--- src/logic/ipta_pkg.sv ---
package ipta_pkg;

    localparam int NUM_SOURCES = 54;
    localparam int NUM_TRAPS   = 8;
    localparam int PRIO_WORDS  = 7;

    // Sources that exist; every other request number is reserved
    localparam logic [53:0] IMPLEMENTED_MASK = 54'h0_0980_03ff_ffff;

    localparam logic [7:0] VECTOR_BASE    = 8'h08;
    localparam logic [3:0] TRAP_BASE      = 4'h8;
    localparam logic [3:0] CPU_LEVEL_MAX  = 4'h7;
    localparam logic [23:0] RESET_ADDRESS = 24'h000000;

    // Register byte offsets
    localparam logic [7:0] OFS_FLAG_LO   = 8'h00;
    localparam logic [7:0] OFS_FLAG_HI   = 8'h04;
    localparam logic [7:0] OFS_ENABLE_LO = 8'h08;
    localparam logic [7:0] OFS_ENABLE_HI = 8'h0c;
    localparam logic [7:0] OFS_PRIO_BASE = 8'h10;
    localparam logic [7:0] OFS_PRIO_LAST = 8'h28;
    localparam logic [7:0] OFS_CONTROL   = 8'h2c;
    localparam logic [7:0] OFS_STATUS    = 8'h30;
    localparam logic [7:0] OFS_CAUSE     = 8'h34;

    // Field positions
    localparam int CTRL_NEST_DIS   = 0;
    localparam int CAUSE_WATCHDOG  = 0;
    localparam int CAUSE_UNINIT    = 1;
    localparam int CAUSE_ILLEGAL   = 2;
    localparam int CAUSE_BROWNOUT  = 3;
    localparam int CAUSE_LOCKOUT   = 4;
    localparam int CAUSE_WIDTH     = 5;

    // Values after reset
    localparam logic [2:0]  PRIO_RESET  = 3'h4;
    localparam logic [53:0] FLAG_RESET  = 54'h0;
    localparam logic [53:0] EN_RESET    = 54'h0;
    localparam logic [4:0]  CAUSE_RESET = 5'h00;

    typedef enum logic [1:0] {
        IPTA_BUS_IDLE,
        IPTA_BUS_DONE
    } ipta_bus_t;

    // Bytewise merge for Avalon byte enables
    function automatic logic [31:0] ipta_byte_mask(input logic [3:0] be);
        return {{8{be[3]}}, {8{be[2]}}, {8{be[1]}}, {8{be[0]}}};
    endfunction

    function automatic logic [31:0] ipta_merge(input logic [31:0] oldVal,
                                               input logic [31:0] newVal,
                                               input logic [3:0]  be);
        logic [31:0] m;
        m = ipta_byte_mask(be);
        return (oldVal & ~m) | (newVal & m);
    endfunction

endpackage

--- src/logic/ipta_arbiter.sv ---
module ipta_arbiter
    import ipta_pkg::*;
#(
    parameter int ADDR_TRAP = 4
) (
    input  wire logic        clk_sys,
    input  wire logic        rst,
    input  wire logic [7:0]  avsAddress,
    input  wire logic        avsRead,
    input  wire logic        avsWrite,
    input  wire logic [31:0] avsWriteData,
    input  wire logic [3:0]  avsByteEnable,
    output logic [31:0]      avsReadData,
    output logic             avsWaitRequest,
    input  wire logic [53:0] srcEvent,
    input  wire logic [3:0]  cpuLevel,
    input  wire logic        inService,
    input  wire logic        instrDone,
    input  wire logic [7:0]  trapEvent,
    input  wire logic        trapVectorInvalid,
    input  wire logic        trapAck,
    input  wire logic        watchdogTimeout,
    input  wire logic        uninitPointerUse,
    input  wire logic        illegalOpExec,
    input  wire logic        illegalOpFlushed,
    input  wire logic        brownoutDetect,
    output logic             coreReq,
    output logic             coreIsTrap,
    output logic [5:0]       coreNumber,
    output logic [7:0]       coreVector,
    output logic [3:0]       corePriority,
    output logic             deviceReset,
    output logic             pcForceZero,
    output logic [23:0]      fetchAddress
);

    logic [53:0] flag_r;
    logic [53:0] enable_r;
    logic [2:0]  prio_r [NUM_SOURCES];
    logic        nestDis_r;
    logic [4:0]  cause_r;
    logic [7:0]  trapPend_r;
    ipta_bus_t   bus_r;
    logic [31:0] avsReadData_r;

    logic        access;
    logic        take;
    logic        wrTake;
    logic [31:0] wrMask;
    logic [31:0] rdWord;
    logic [53:0] eligible;
    logic [161:0] prioFlat;
    logic        winFound;
    logic [5:0]  winIndex;
    logic [2:0]  winPrio;
    logic [7:0]  trapIn;
    logic        lockout;
    logic        illegalHit;
    logic [4:0]  causeSet;
    logic [2:0]  trapIdx;
    logic        trapFound;

    // Bus: one wait state on every access, answer on the second edge
    assign access         = avsRead || avsWrite;
    assign take           = access && (bus_r == IPTA_BUS_DONE);
    assign wrTake         = take && avsWrite;
    assign avsWaitRequest = access && (bus_r == IPTA_BUS_IDLE);
    assign wrMask         = avsWriteData & ipta_byte_mask(avsByteEnable);
    assign avsReadData    = avsReadData_r;

    always_ff @(posedge clk_sys) begin
        if (rst) begin
            bus_r <= IPTA_BUS_IDLE;
        end else begin
            unique case (bus_r)
                IPTA_BUS_IDLE: if (access) bus_r <= IPTA_BUS_DONE;
                IPTA_BUS_DONE: bus_r <= IPTA_BUS_IDLE;
            endcase
        end
    end

    always_comb begin
        rdWord = 32'h0;
        if (avsAddress >= OFS_PRIO_BASE && avsAddress <= OFS_PRIO_LAST &&
                avsAddress[1:0] == 2'b00) begin
            for (int j = 0; j < 8; j++) begin
                int s;
                s = 8 * int'((avsAddress - OFS_PRIO_BASE) >> 2) + j;
                if (s < NUM_SOURCES)
                    rdWord[4*j +: 3] = prio_r[s];
            end
        end else begin
            unique case (avsAddress)
                OFS_FLAG_LO:   rdWord = flag_r[31:0];
                OFS_FLAG_HI:   rdWord = {10'h000, flag_r[53:32]};
                OFS_ENABLE_LO: rdWord = enable_r[31:0];
                OFS_ENABLE_HI: rdWord = {10'h000, enable_r[53:32]};
                OFS_CONTROL:   rdWord = {31'h0, nestDis_r};
                OFS_STATUS:    rdWord = {12'h000, trapPend_r, 1'b0, winFound,
                                         winPrio, 1'b0, winIndex};
                OFS_CAUSE:     rdWord = {27'h0, cause_r};
                default:       rdWord = 32'h0;
            endcase
        end
    end

    always_ff @(posedge clk_sys) begin
        if (rst)
            avsReadData_r <= 32'h0;
        else if (avsRead && bus_r == IPTA_BUS_IDLE)
            avsReadData_r <= rdWord;
    end

    // Flags: hardware set wins over a software write-one clear
    always_ff @(posedge clk_sys) begin
        logic [53:0] clr;
        clr = 54'h0;
        if (wrTake && avsAddress == OFS_FLAG_LO)
            clr[31:0] = wrMask;
        if (wrTake && avsAddress == OFS_FLAG_HI)
            clr[53:32] = wrMask[21:0];
        if (rst)
            flag_r <= FLAG_RESET;
        else
            flag_r <= ((flag_r & ~clr) | srcEvent) & IMPLEMENTED_MASK;
    end

    always_ff @(posedge clk_sys) begin
        if (rst) begin
            enable_r <= EN_RESET;
        end else if (wrTake && avsAddress == OFS_ENABLE_LO) begin
            enable_r[31:0] <= ipta_merge(enable_r[31:0], avsWriteData,
                                         avsByteEnable) & IMPLEMENTED_MASK[31:0];
        end else if (wrTake && avsAddress == OFS_ENABLE_HI) begin
            enable_r[53:32] <= 22'(ipta_merge({10'h000, enable_r[53:32]},
                                              avsWriteData, avsByteEnable)
                                   & {10'h000, IMPLEMENTED_MASK[53:32]});
        end
    end

    always_ff @(posedge clk_sys) begin
        if (rst) begin
            for (int s = 0; s < NUM_SOURCES; s++)
                prio_r[s] <= PRIO_RESET;
        end else if (wrTake && avsAddress >= OFS_PRIO_BASE &&
                     avsAddress <= OFS_PRIO_LAST) begin
            for (int j = 0; j < 8; j++) begin
                int s;
                s = 8 * int'((avsAddress - OFS_PRIO_BASE) >> 2) + j;
                if (s < NUM_SOURCES && avsByteEnable[j / 2])
                    prio_r[s] <= avsWriteData[4*j +: 3];
            end
        end
    end

    always_ff @(posedge clk_sys) begin
        if (rst)
            nestDis_r <= 1'b0;
        else if (wrTake && avsAddress == OFS_CONTROL && avsByteEnable[0])
            nestDis_r <= avsWriteData[CTRL_NEST_DIS];
    end

    // Interrupt arbitration; level 7 or any trap level blocks all sources
    always_comb begin
        for (int s = 0; s < NUM_SOURCES; s++) begin
            prioFlat[3*s +: 3] = prio_r[s];
            eligible[s] = flag_r[s] && enable_r[s] &&
                          prio_r[s] != 3'h0 &&
                          {1'b0, prio_r[s]} > cpuLevel &&
                          !(nestDis_r && inService);
        end
    end

    ipta_pick #(
        .N (NUM_SOURCES)
    ) u_pick (
        .eligible (eligible),
        .prioFlat (prioFlat),
        .found    (winFound),
        .index    (winIndex),
        .prio     (winPrio)
    );

    // Traps: non-maskable, highest pending level wins, nesting allowed
    always_comb begin
        trapIn = trapEvent;
        trapIn[ADDR_TRAP] = trapEvent[ADDR_TRAP] | trapVectorInvalid;
        trapFound = |trapPend_r;
        trapIdx = 3'h0;
        for (int t = 0; t < NUM_TRAPS; t++)
            if (trapPend_r[t])
                trapIdx = 3'(t);
    end

    assign lockout = $countones(trapIn) > 1;

    always_ff @(posedge clk_sys) begin
        logic [7:0] clr;
        clr = 8'h00;
        if (trapAck && coreReq && coreIsTrap)
            clr[coreVector[2:0]] = 1'b1;
        if (rst || lockout)
            trapPend_r <= 8'h00;
        else
            trapPend_r <= (trapPend_r & ~clr) | trapIn;
    end

    // Presented winner; a trap waits for the instruction boundary
    always_ff @(posedge clk_sys) begin
        if (rst) begin
            coreReq      <= 1'b0;
            coreIsTrap   <= 1'b0;
            coreNumber   <= 6'h00;
            coreVector   <= 8'h00;
            corePriority <= 4'h0;
        end else if (trapFound && instrDone && !lockout) begin
            coreReq      <= 1'b1;
            coreIsTrap   <= 1'b1;
            coreNumber   <= 6'h00;
            coreVector   <= {5'h00, trapIdx};
            corePriority <= TRAP_BASE | {1'b0, trapIdx};
        end else begin
            coreReq      <= winFound;
            coreIsTrap   <= 1'b0;
            coreNumber   <= winIndex;
            coreVector   <= {2'b00, winIndex} + VECTOR_BASE;
            corePriority <= {1'b0, winPrio};
        end
    end

    // Reset sources; illegal opcode counts only if it reached execution
    assign illegalHit = illegalOpExec && !illegalOpFlushed;
    always_comb begin
        causeSet = 5'h00;
        causeSet[CAUSE_WATCHDOG] = watchdogTimeout;
        causeSet[CAUSE_UNINIT]   = uninitPointerUse;
        causeSet[CAUSE_ILLEGAL]  = illegalHit;
        causeSet[CAUSE_BROWNOUT] = brownoutDetect;
        causeSet[CAUSE_LOCKOUT]  = lockout;
    end

    always_ff @(posedge clk_sys) begin
        logic [4:0] clr;
        clr = 5'h00;
        if (wrTake && avsAddress == OFS_CAUSE)
            clr = wrMask[4:0];
        if (rst)
            cause_r <= CAUSE_RESET;
        else
            cause_r <= (cause_r & ~clr) | causeSet;
    end

    // Any reset cause drives deviceReset and pcForceZero one cycle later; the core restarts at zero
    always_ff @(posedge clk_sys) begin
        if (rst) begin
            deviceReset <= 1'b0;
            pcForceZero <= 1'b1;
        end else begin
            deviceReset <= |causeSet;
            pcForceZero <= |causeSet;
        end
    end

    assign fetchAddress = RESET_ADDRESS;
endmodule

--- src/logic/ipta_pick.sv ---
module ipta_pick
    import ipta_pkg::*;
#(
    parameter int N = 54
) (
    input  wire logic [N-1:0]   eligible,
    input  wire logic [3*N-1:0] prioFlat,
    output logic                found,
    output logic [5:0]          index,
    output logic [2:0]          prio
);

    // Scanning downward with >= lets the lowest number win a tie
    always_comb begin
        found = 1'b0;
        index = 6'h00;
        prio  = 3'h0;
        for (int i = N - 1; i >= 0; i--) begin
            if (eligible[i] && (!found || prioFlat[3*i +: 3] >= prio)) begin
                found = 1'b1;
                index = 6'(i);
                prio  = prioFlat[3*i +: 3];
            end
        end
    end

endmodule

--- config.mk ---
export PLATFORM = sky130hd
export DESIGN_NAME = ipta_arbiter
export DESIGN_NICKNAME = d
export VERILOG_FILES = /design/src/logic/ipta_pkg.sv /design/src/logic/ipta_arbiter.sv /design/src/logic/ipta_pick.sv
export SDC_FILE = /design/constraint.sdc
export NUM_CORES = 1
export LEC_CHECK = 0
export BUFFER_PORTS_ARGS = -buffer_cell sky130_fd_sc_hd__buf_4
export CAP_MARGIN = 15
export CORE_MARGIN = 5
export CORE_UTILIZATION = 50
export DETAILED_ROUTE_END_ITERATION = 10
export PLACE_DENSITY = 0.69
export SETUP_SLACK_MARGIN = 0.15
export SLEW_MARGIN = 20
export SYNTH_ARGS = -nofsm -noshare
export SYNTH_HDL_FRONTEND = slang
export SYNTH_SLANG_ARGS = --single-unit
--- constraint.sdc ---
create_clock -name clk_sys -period 46.2 [get_ports clk_sys]
set_clock_uncertainty 0.2 [all_clocks]
set_input_delay 2.31 -clock clk_sys [delete_from_list [all_inputs] [get_ports clk_sys]]
set_output_delay 2.31 -clock clk_sys [all_outputs]
set_load 0.1 [all_outputs]
; Word-level counts from Yosys, hierarchy flattened
; Memories as Yosys holds them, arrays and structs flattened.
; Cells that the tools add are included.
[word_totals]
in_bits = 123
mem_count = 1
ram_bits = 162
elab_cells = 596
reg_bits = 127
[op_classes]
add_sub_neg = 16
n_bitwise = 17
muxes = 189
reduce_logical = 279
eq_ne = 8
n_lt_le_gt_ge = 70
[mem_list]
columns = memory, depth, width, read_ports, rd_clocked_by_memory_dff, wr, line
row1 = prio_r, 54, 3, 37, 0, 54, ipta_arbiter.sv:39  ; logic [2:0] prio_r [NUM_SOURCES];
[ops]
columns = cell, n
row1 = 6-bit two-way mux, 37
row2 = 32-bit by 7-bit less-than comparator with 1-bit output (second input constant), 6
row3 = 26-bit case mux with 7 select lines, 1
row4 = 3-bit two-way mux, 60
row5 = 1-bit logical AND, 174
row6 = 3-bit by 4-bit greater-than comparator with 1-bit output, 29
row7 = 3-bit nonzero test, 29
row8 = 3-bit >= comparator, 28
row9 = 1-bit two-way mux, 83
row10 = 10-bit by 4-bit adder with 11-bit output (second input constant), 4
row11 = 44-bit AND, 1
row12 = 44-bit NOT, 1
row13 = 44-bit OR, 1
row14 = 32-bit AND, 1
row15 = 32-bit two-way mux, 1
row16 = 1-bit logical NOT, 31
row17 = 1-bit logical OR, 30
row18 = 26-bit AND, 1
row19 = 26-bit NOT, 1
row20 = 26-bit OR, 1
row21 = 8-bit by 6-bit == test with 1-bit output (second input constant), 3
row22 = 3-bit OR reduction, 8
row23 = 10-bit by 3-bit adder with 11-bit output (second input constant), 2
row24 = 8-bit by 4-bit == test with 1-bit output (second input constant), 2
row25 = other kinds (39), 44

; Longest topological paths before layout
; An unclocked memory read counts as a cell.
[logic_depth]
ltp_word = 120
depth_mapped = 202
mapped_depth_nobuf = 201

; By module
; A second synthesis with hierarchy kept.
[hier_totals]
cells_unflattened = 2922
area_unflattened_um2 = 25804.7
[by_module_without_submodules]
columns = mod, n_inst, area_per_inst_um2, cells_each
row1 = ipta_arbiter, 1, 16900.0, 1600
row2 = ipta_pick, 1, 8904.8, 1322

; Least setup slack after synthesis
; OpenSTA, ideal clock, no wires.
[synth_timing]
kind = input port to flip-flop
start = input port cpuLevel[2]
end = register avsReadData_r[4], in the netlist avsReadData[4]
required_ns = 45.930
setup_time_ns = 0.070
arrival_time_ns = 41.652
cell_stages = 192
slack_ns = 4.278
cell_sequence = inv_1 ha_1 and3_1 or4_1 buf_2 nor2_1 nand2_1 ha_1 a21oi_1 o21ai_0 a311oi_1 a22o_1 ha_1 nand2b_1 a21o_1 a21oi_1 a21o_1 mux2_2 (+156 left out) o2111ai_1 o211ai_2 nor2_1 a221oi_2 ha_1 nand2b_1 a41oi_1 o21ai_2 mux2_2 ha_1 nand2b_1 a21oi_1 nor2b_1 o31ai_1 nor4b_4 nand3_1 or4_1 a21oi_1
[synth_between]
elab_chain_cells = 118
[synth_lines]
columns = element, line
row1 = "start, declared", ipta_arbiter.sv:16  ; input wire logic [3:0] cpuLevel,
row2 = 3-bit by 4-bit greater-than comparator with 1-bit output, ipta_arbiter.sv:169  ; {1'b0, prio_r[s]} > cpuLevel &&
row3 = 1-bit logical AND, ipta_arbiter.sv:168  ; prio_r[s] != 3'h0 &&
row4 = 1-bit logical AND, ipta_arbiter.sv:169
row5 = 3-bit two-way mux / 1-bit two-way mux (equally long branches), ipta_pick.sv:19  ; if (eligible[i] && (!found || prioFlat[3*i +: 3] >= prio)) begin
row6 = 3-bit >= comparator / 1-bit logical NOT (equally long branches), n/a
row7 = 1-bit logical OR, ipta_pick.sv:19
row8 = 1-bit logical AND, ipta_pick.sv:19
row9 = 3-bit two-way mux / 1-bit two-way mux (equally long branches), ipta_pick.sv:19
row10 = (+102 left out), n/a
row11 = 1-bit logical AND, ipta_pick.sv:19
row12 = 3-bit two-way mux / 1-bit two-way mux (equally long branches), ipta_pick.sv:19
row13 = 3-bit >= comparator / 1-bit logical NOT (equally long branches), ipta_pick.sv:19
row14 = 1-bit logical OR, ipta_pick.sv:19
row15 = 1-bit logical AND, ipta_pick.sv:19
row16 = 6-bit two-way mux (*), ipta_pick.sv:19
row17 = 26-bit case mux with 7 select lines (*), ipta_arbiter.sv:93  ; unique case (avsAddress)
row18 = 3-bit two-way mux (*), ipta_arbiter.sv:84  ; if (avsAddress >= OFS_PRIO_BASE && avsAddress <= OFS_PRIO_LAST &&
row19 = "end signal, assigned", ipta_arbiter.sv:111  ; avsReadData_r <= rdWord;
row20 = "end, declared", ipta_arbiter.sv:44  ; logic [31:0] avsReadData_r;
; Mark *: on every way between the ends. The rest lies on a longest branch, timed or not.
; A chain may end at the register's enable or synchronous reset.

; Worst setup path in the final report
; Same ends and word-level chain as after synthesis.

==> metrics.csv <==
metric,value,unit
Synth cell types,91,
Post-synth EDFFs,192,
vias in the first global route,18020,
CTS tree,yes,
die area,46140,µm²
Detailed Route WL,73.83,mm
largest family of logic cells by synthesized area,simple AND/OR/NAND/NOR gates,
Area Overhead vs Synth,13.26,%
Worst setup SP type,input pin,
RSZ-0062 raised after global routing,false,
# setup viols final,0,
core area,41760,µm²
Vias per Instance,6.566,
aggregate global-route resource usage,30.45,%
# rows,75,
most frequent cells in the layout,"192 x edfxtp_1, 190 x nor2_1, 179 x buf_4",
Root Buffer,clkbuf_16,
register area share after synthesis,39.23,%
Hold WS,259.3,ps
Maximum Capacitance Violations,0,
IO Pins,202,
LEAKAGE,9.187,nW
post-route setup TNS,0,ps
Synth Area in Simple Gates,20.44,%
Synth Instances,2194,
Vias,18870,
Worst slew margin,23.67,%
post-synthesis adder-cell area fraction,9.807,%
Crit Path Class,input pin to flop,
initial antenna violation count,5,
worst-case vdd ir drop,34.22,µV
ys flop type,edfxtp_1,
clock tree buffer depth,3,
HP Class,flop to flop,
Compound-Gate Fraction of Synth Area,18.30,%
1st-iter DRT viols,2376,
fin crit share,94.32,%
fin crit period,43580,ps
Fmax achieved,22.95,MHz
CTS Buf Count,31,
fraction of registers with async set/reset,0,%
Overall Power,0.6679,mW
die width,214.8,µm
status,completed,
CP peak stage delay,670,ps
post-synthesis xor/xnor area fraction,0.08352,%
hpwl dp,56.67,mm
TritonRoute pass-1 iters,5,
Die Y,214.8,µm
worst path required time,46490,ps
synth warn,0,
crit-path most repeated cell,ha_1,
syn_area_per_cell,9.560,µm²
clock-pin slew on the worst setup and hold paths,60,ps
highest routed layer,met5,
P per Cell Area,28.12,nW/µm²
largest net degree at the start of global routing,71,
hold_buf cts,0,
wire length per cell,25.69,µm
H-tree depth,1,
Detail Route Antenna Nets,0,
M1 wire length,27.89,mm
endpoints failing hold,0,
net count reported at finish,2591,
port bufs,147,
worst-path fanout max,8,
"commonest non-fill, non-tap cell in the layout",edfxtp_1,
"Cell Area, Synth",20970,µm²
residual DRC count,0,
layout cells sized above 1,15.96,%
mux contribution to synthesized area,7.576,%
Yosys top cell by area,edfxtp_1,
Initial Utilization,50.23,%
final core occ,56.89,%
CP Capture Type,flop,
top-area cell type share of the netlist area,27.49,%
WP data arrival,43870,ps
Seq cells post-synth,315,
cells taking the most area after synthesis,"edfxtp_1 27%, dfxtp_1 12%, ha_1 9.4%",
Clock Latency Late Sink,590,ps
aggregate global routing overflow,0,
CP max stage cell,or4b_2,
# clock sinks,315,
fin. max-slew vios,0,
metal3 WL,7.851,mm
GPL Wtd Cong,0.9633,
met2 WL post-DR,34.23,mm
Worst-Margin Slew,1139,ps
first-pass GRT wire length,109.4,mm
power breakdown:
group          internal (mW)  leakage [nW]  switching, mW
clock network          0.150         0.506          0.111
logic                 0.0265          5.92         0.0648
registers              0.306          2.76         0.0100
total                  0.482          9.19          0.186
critical path: cells and delay by family:
family / cells / cell delay, ps
AO/OA/AOI/OAI: 71 / 14670
multiplexers: 10 / 3290
buffers and inverters: 14 / 1930
AND/OR/NAND/NOR: 73 / 13770
adder cells (fa/ha/maj): 29 / 7820
cell usage after synthesis (all sizes together), types with 9 or more instances:
cell type  instances
dfxtp            123
a31oi             33
a2111oi            9
a211oi            13
nor4              17
nor2             193
a221oi            12
a21oi            139
buf               44
a21boi             9
o2111ai           15
or4                9
a22oi             15
mux2i             35
a22o              13
nor3              53
and3              91
o21ai            123
nand3             68
or3               62
nand2b            43
nand2            164
o21a              16
a21o              36
and2              60
o221ai            16
nand4             10
o31ai             10
o2111a             9
mux4              49
ha               158
o211ai            14
inv               99
clkbuf            83
mux2              12
edfxtp           192
nor2b             30
or2               19
registers in the layout, indices dropped and copies added (netlist names), named ones only:
| signal | flops |
|---|---|
| prio_r | 192 |
| avsReadData | 30 |
| flag_r | 29 |
| trapPend_r | 8 |
| coreVector | 7 |
| coreNumber | 6 |
| cause_r | 5 |
| corePriority | 3 |
| bus_r | 1 |
| coreIsTrap | 1 |
| coreReq | 1 |
| deviceReset | 1 |
| nestDis_r | 1 |
| pcForceZero | 1 |
timing repair:
item / 4_1_cts / 5_1_grt
buffers inserted: 0 / 2
resized for setup: 0 / 27
setup endpoints to repair: 0 / 24
layout make-up:
class / instances / area [µm²]
Clock inverter: 20 / 211.5
Antenna cell: 4 / 10.01
Inverter: 99 / 375.4
Fill cell: 3660 / 18000
Sequential cell: 315 / 8228
Clock buffer: 38 / 832.0
Tap cell: 539 / 674.4
Multi-Input combinational cell: 1680 / 12080
Timing Repair Buffer: 179 / 1344
cells by family (layout without fill, tap and decap cells):
| kind of cell | Yosys count | count (layout) |
|---|---|---|
| adder cells (fa/ha/maj) | 162 | 162 |
| multiplexers | 96 | 96 |
| buffers and inverters | 226 | 336 |
| AO/OA/AOI/OAI | 554 | 554 |
| AND/OR/NAND/NOR | 838 | 838 |
| other | 1 | 32 |
| flip-flops | 315 | 315 |
| XOR/XNOR | 2 | 2 |
worst paths after layout:
path | from | to | slack (ps) | cells after the start
worst max-delay path | cpuLevel[2] | avsReadData[4]$_SDFFE_PP0P_ | 2620 | 197
worst max register to register | prio_r[43][2]$_SDFFCE_PN1P_ | avsReadData[4]$_SDFFE_PP0P_ | 4130 | 195
worst min register to register | avsReadData[11]$_SDFFE_PP0P_ | avsReadData[11]$_SDFFE_PP0P_ | 260 | 2
worst min-delay path | avsReadData[11]$_SDFFE_PP0P_ | avsReadData[11]$_SDFFE_PP0P_ | 260 | 2
layer usage:
| metal | GRT usage, % | vias to the layer above |
|---|---|---|
| li1 | - | 8467 |
| met1 | 40.12 | 9151 |
| met2 | 49.40 | 1071 |
| met3 | 5.784 | 180 |
| met4 | 13.06 | 2 |
| met5 | 0 | - |
stage by stage:
stage	std cells	worst slack [ps]	cell area (µm²)
CTS	2868	843.6	23590
global placement	2810	1333	22540
floorplan	2221	4278	21080
global route	2871	87.63	23750
detailed placement	2810	426.5	22550
finish	2874	2623	23760
Power figures use the tool's default switching activity.
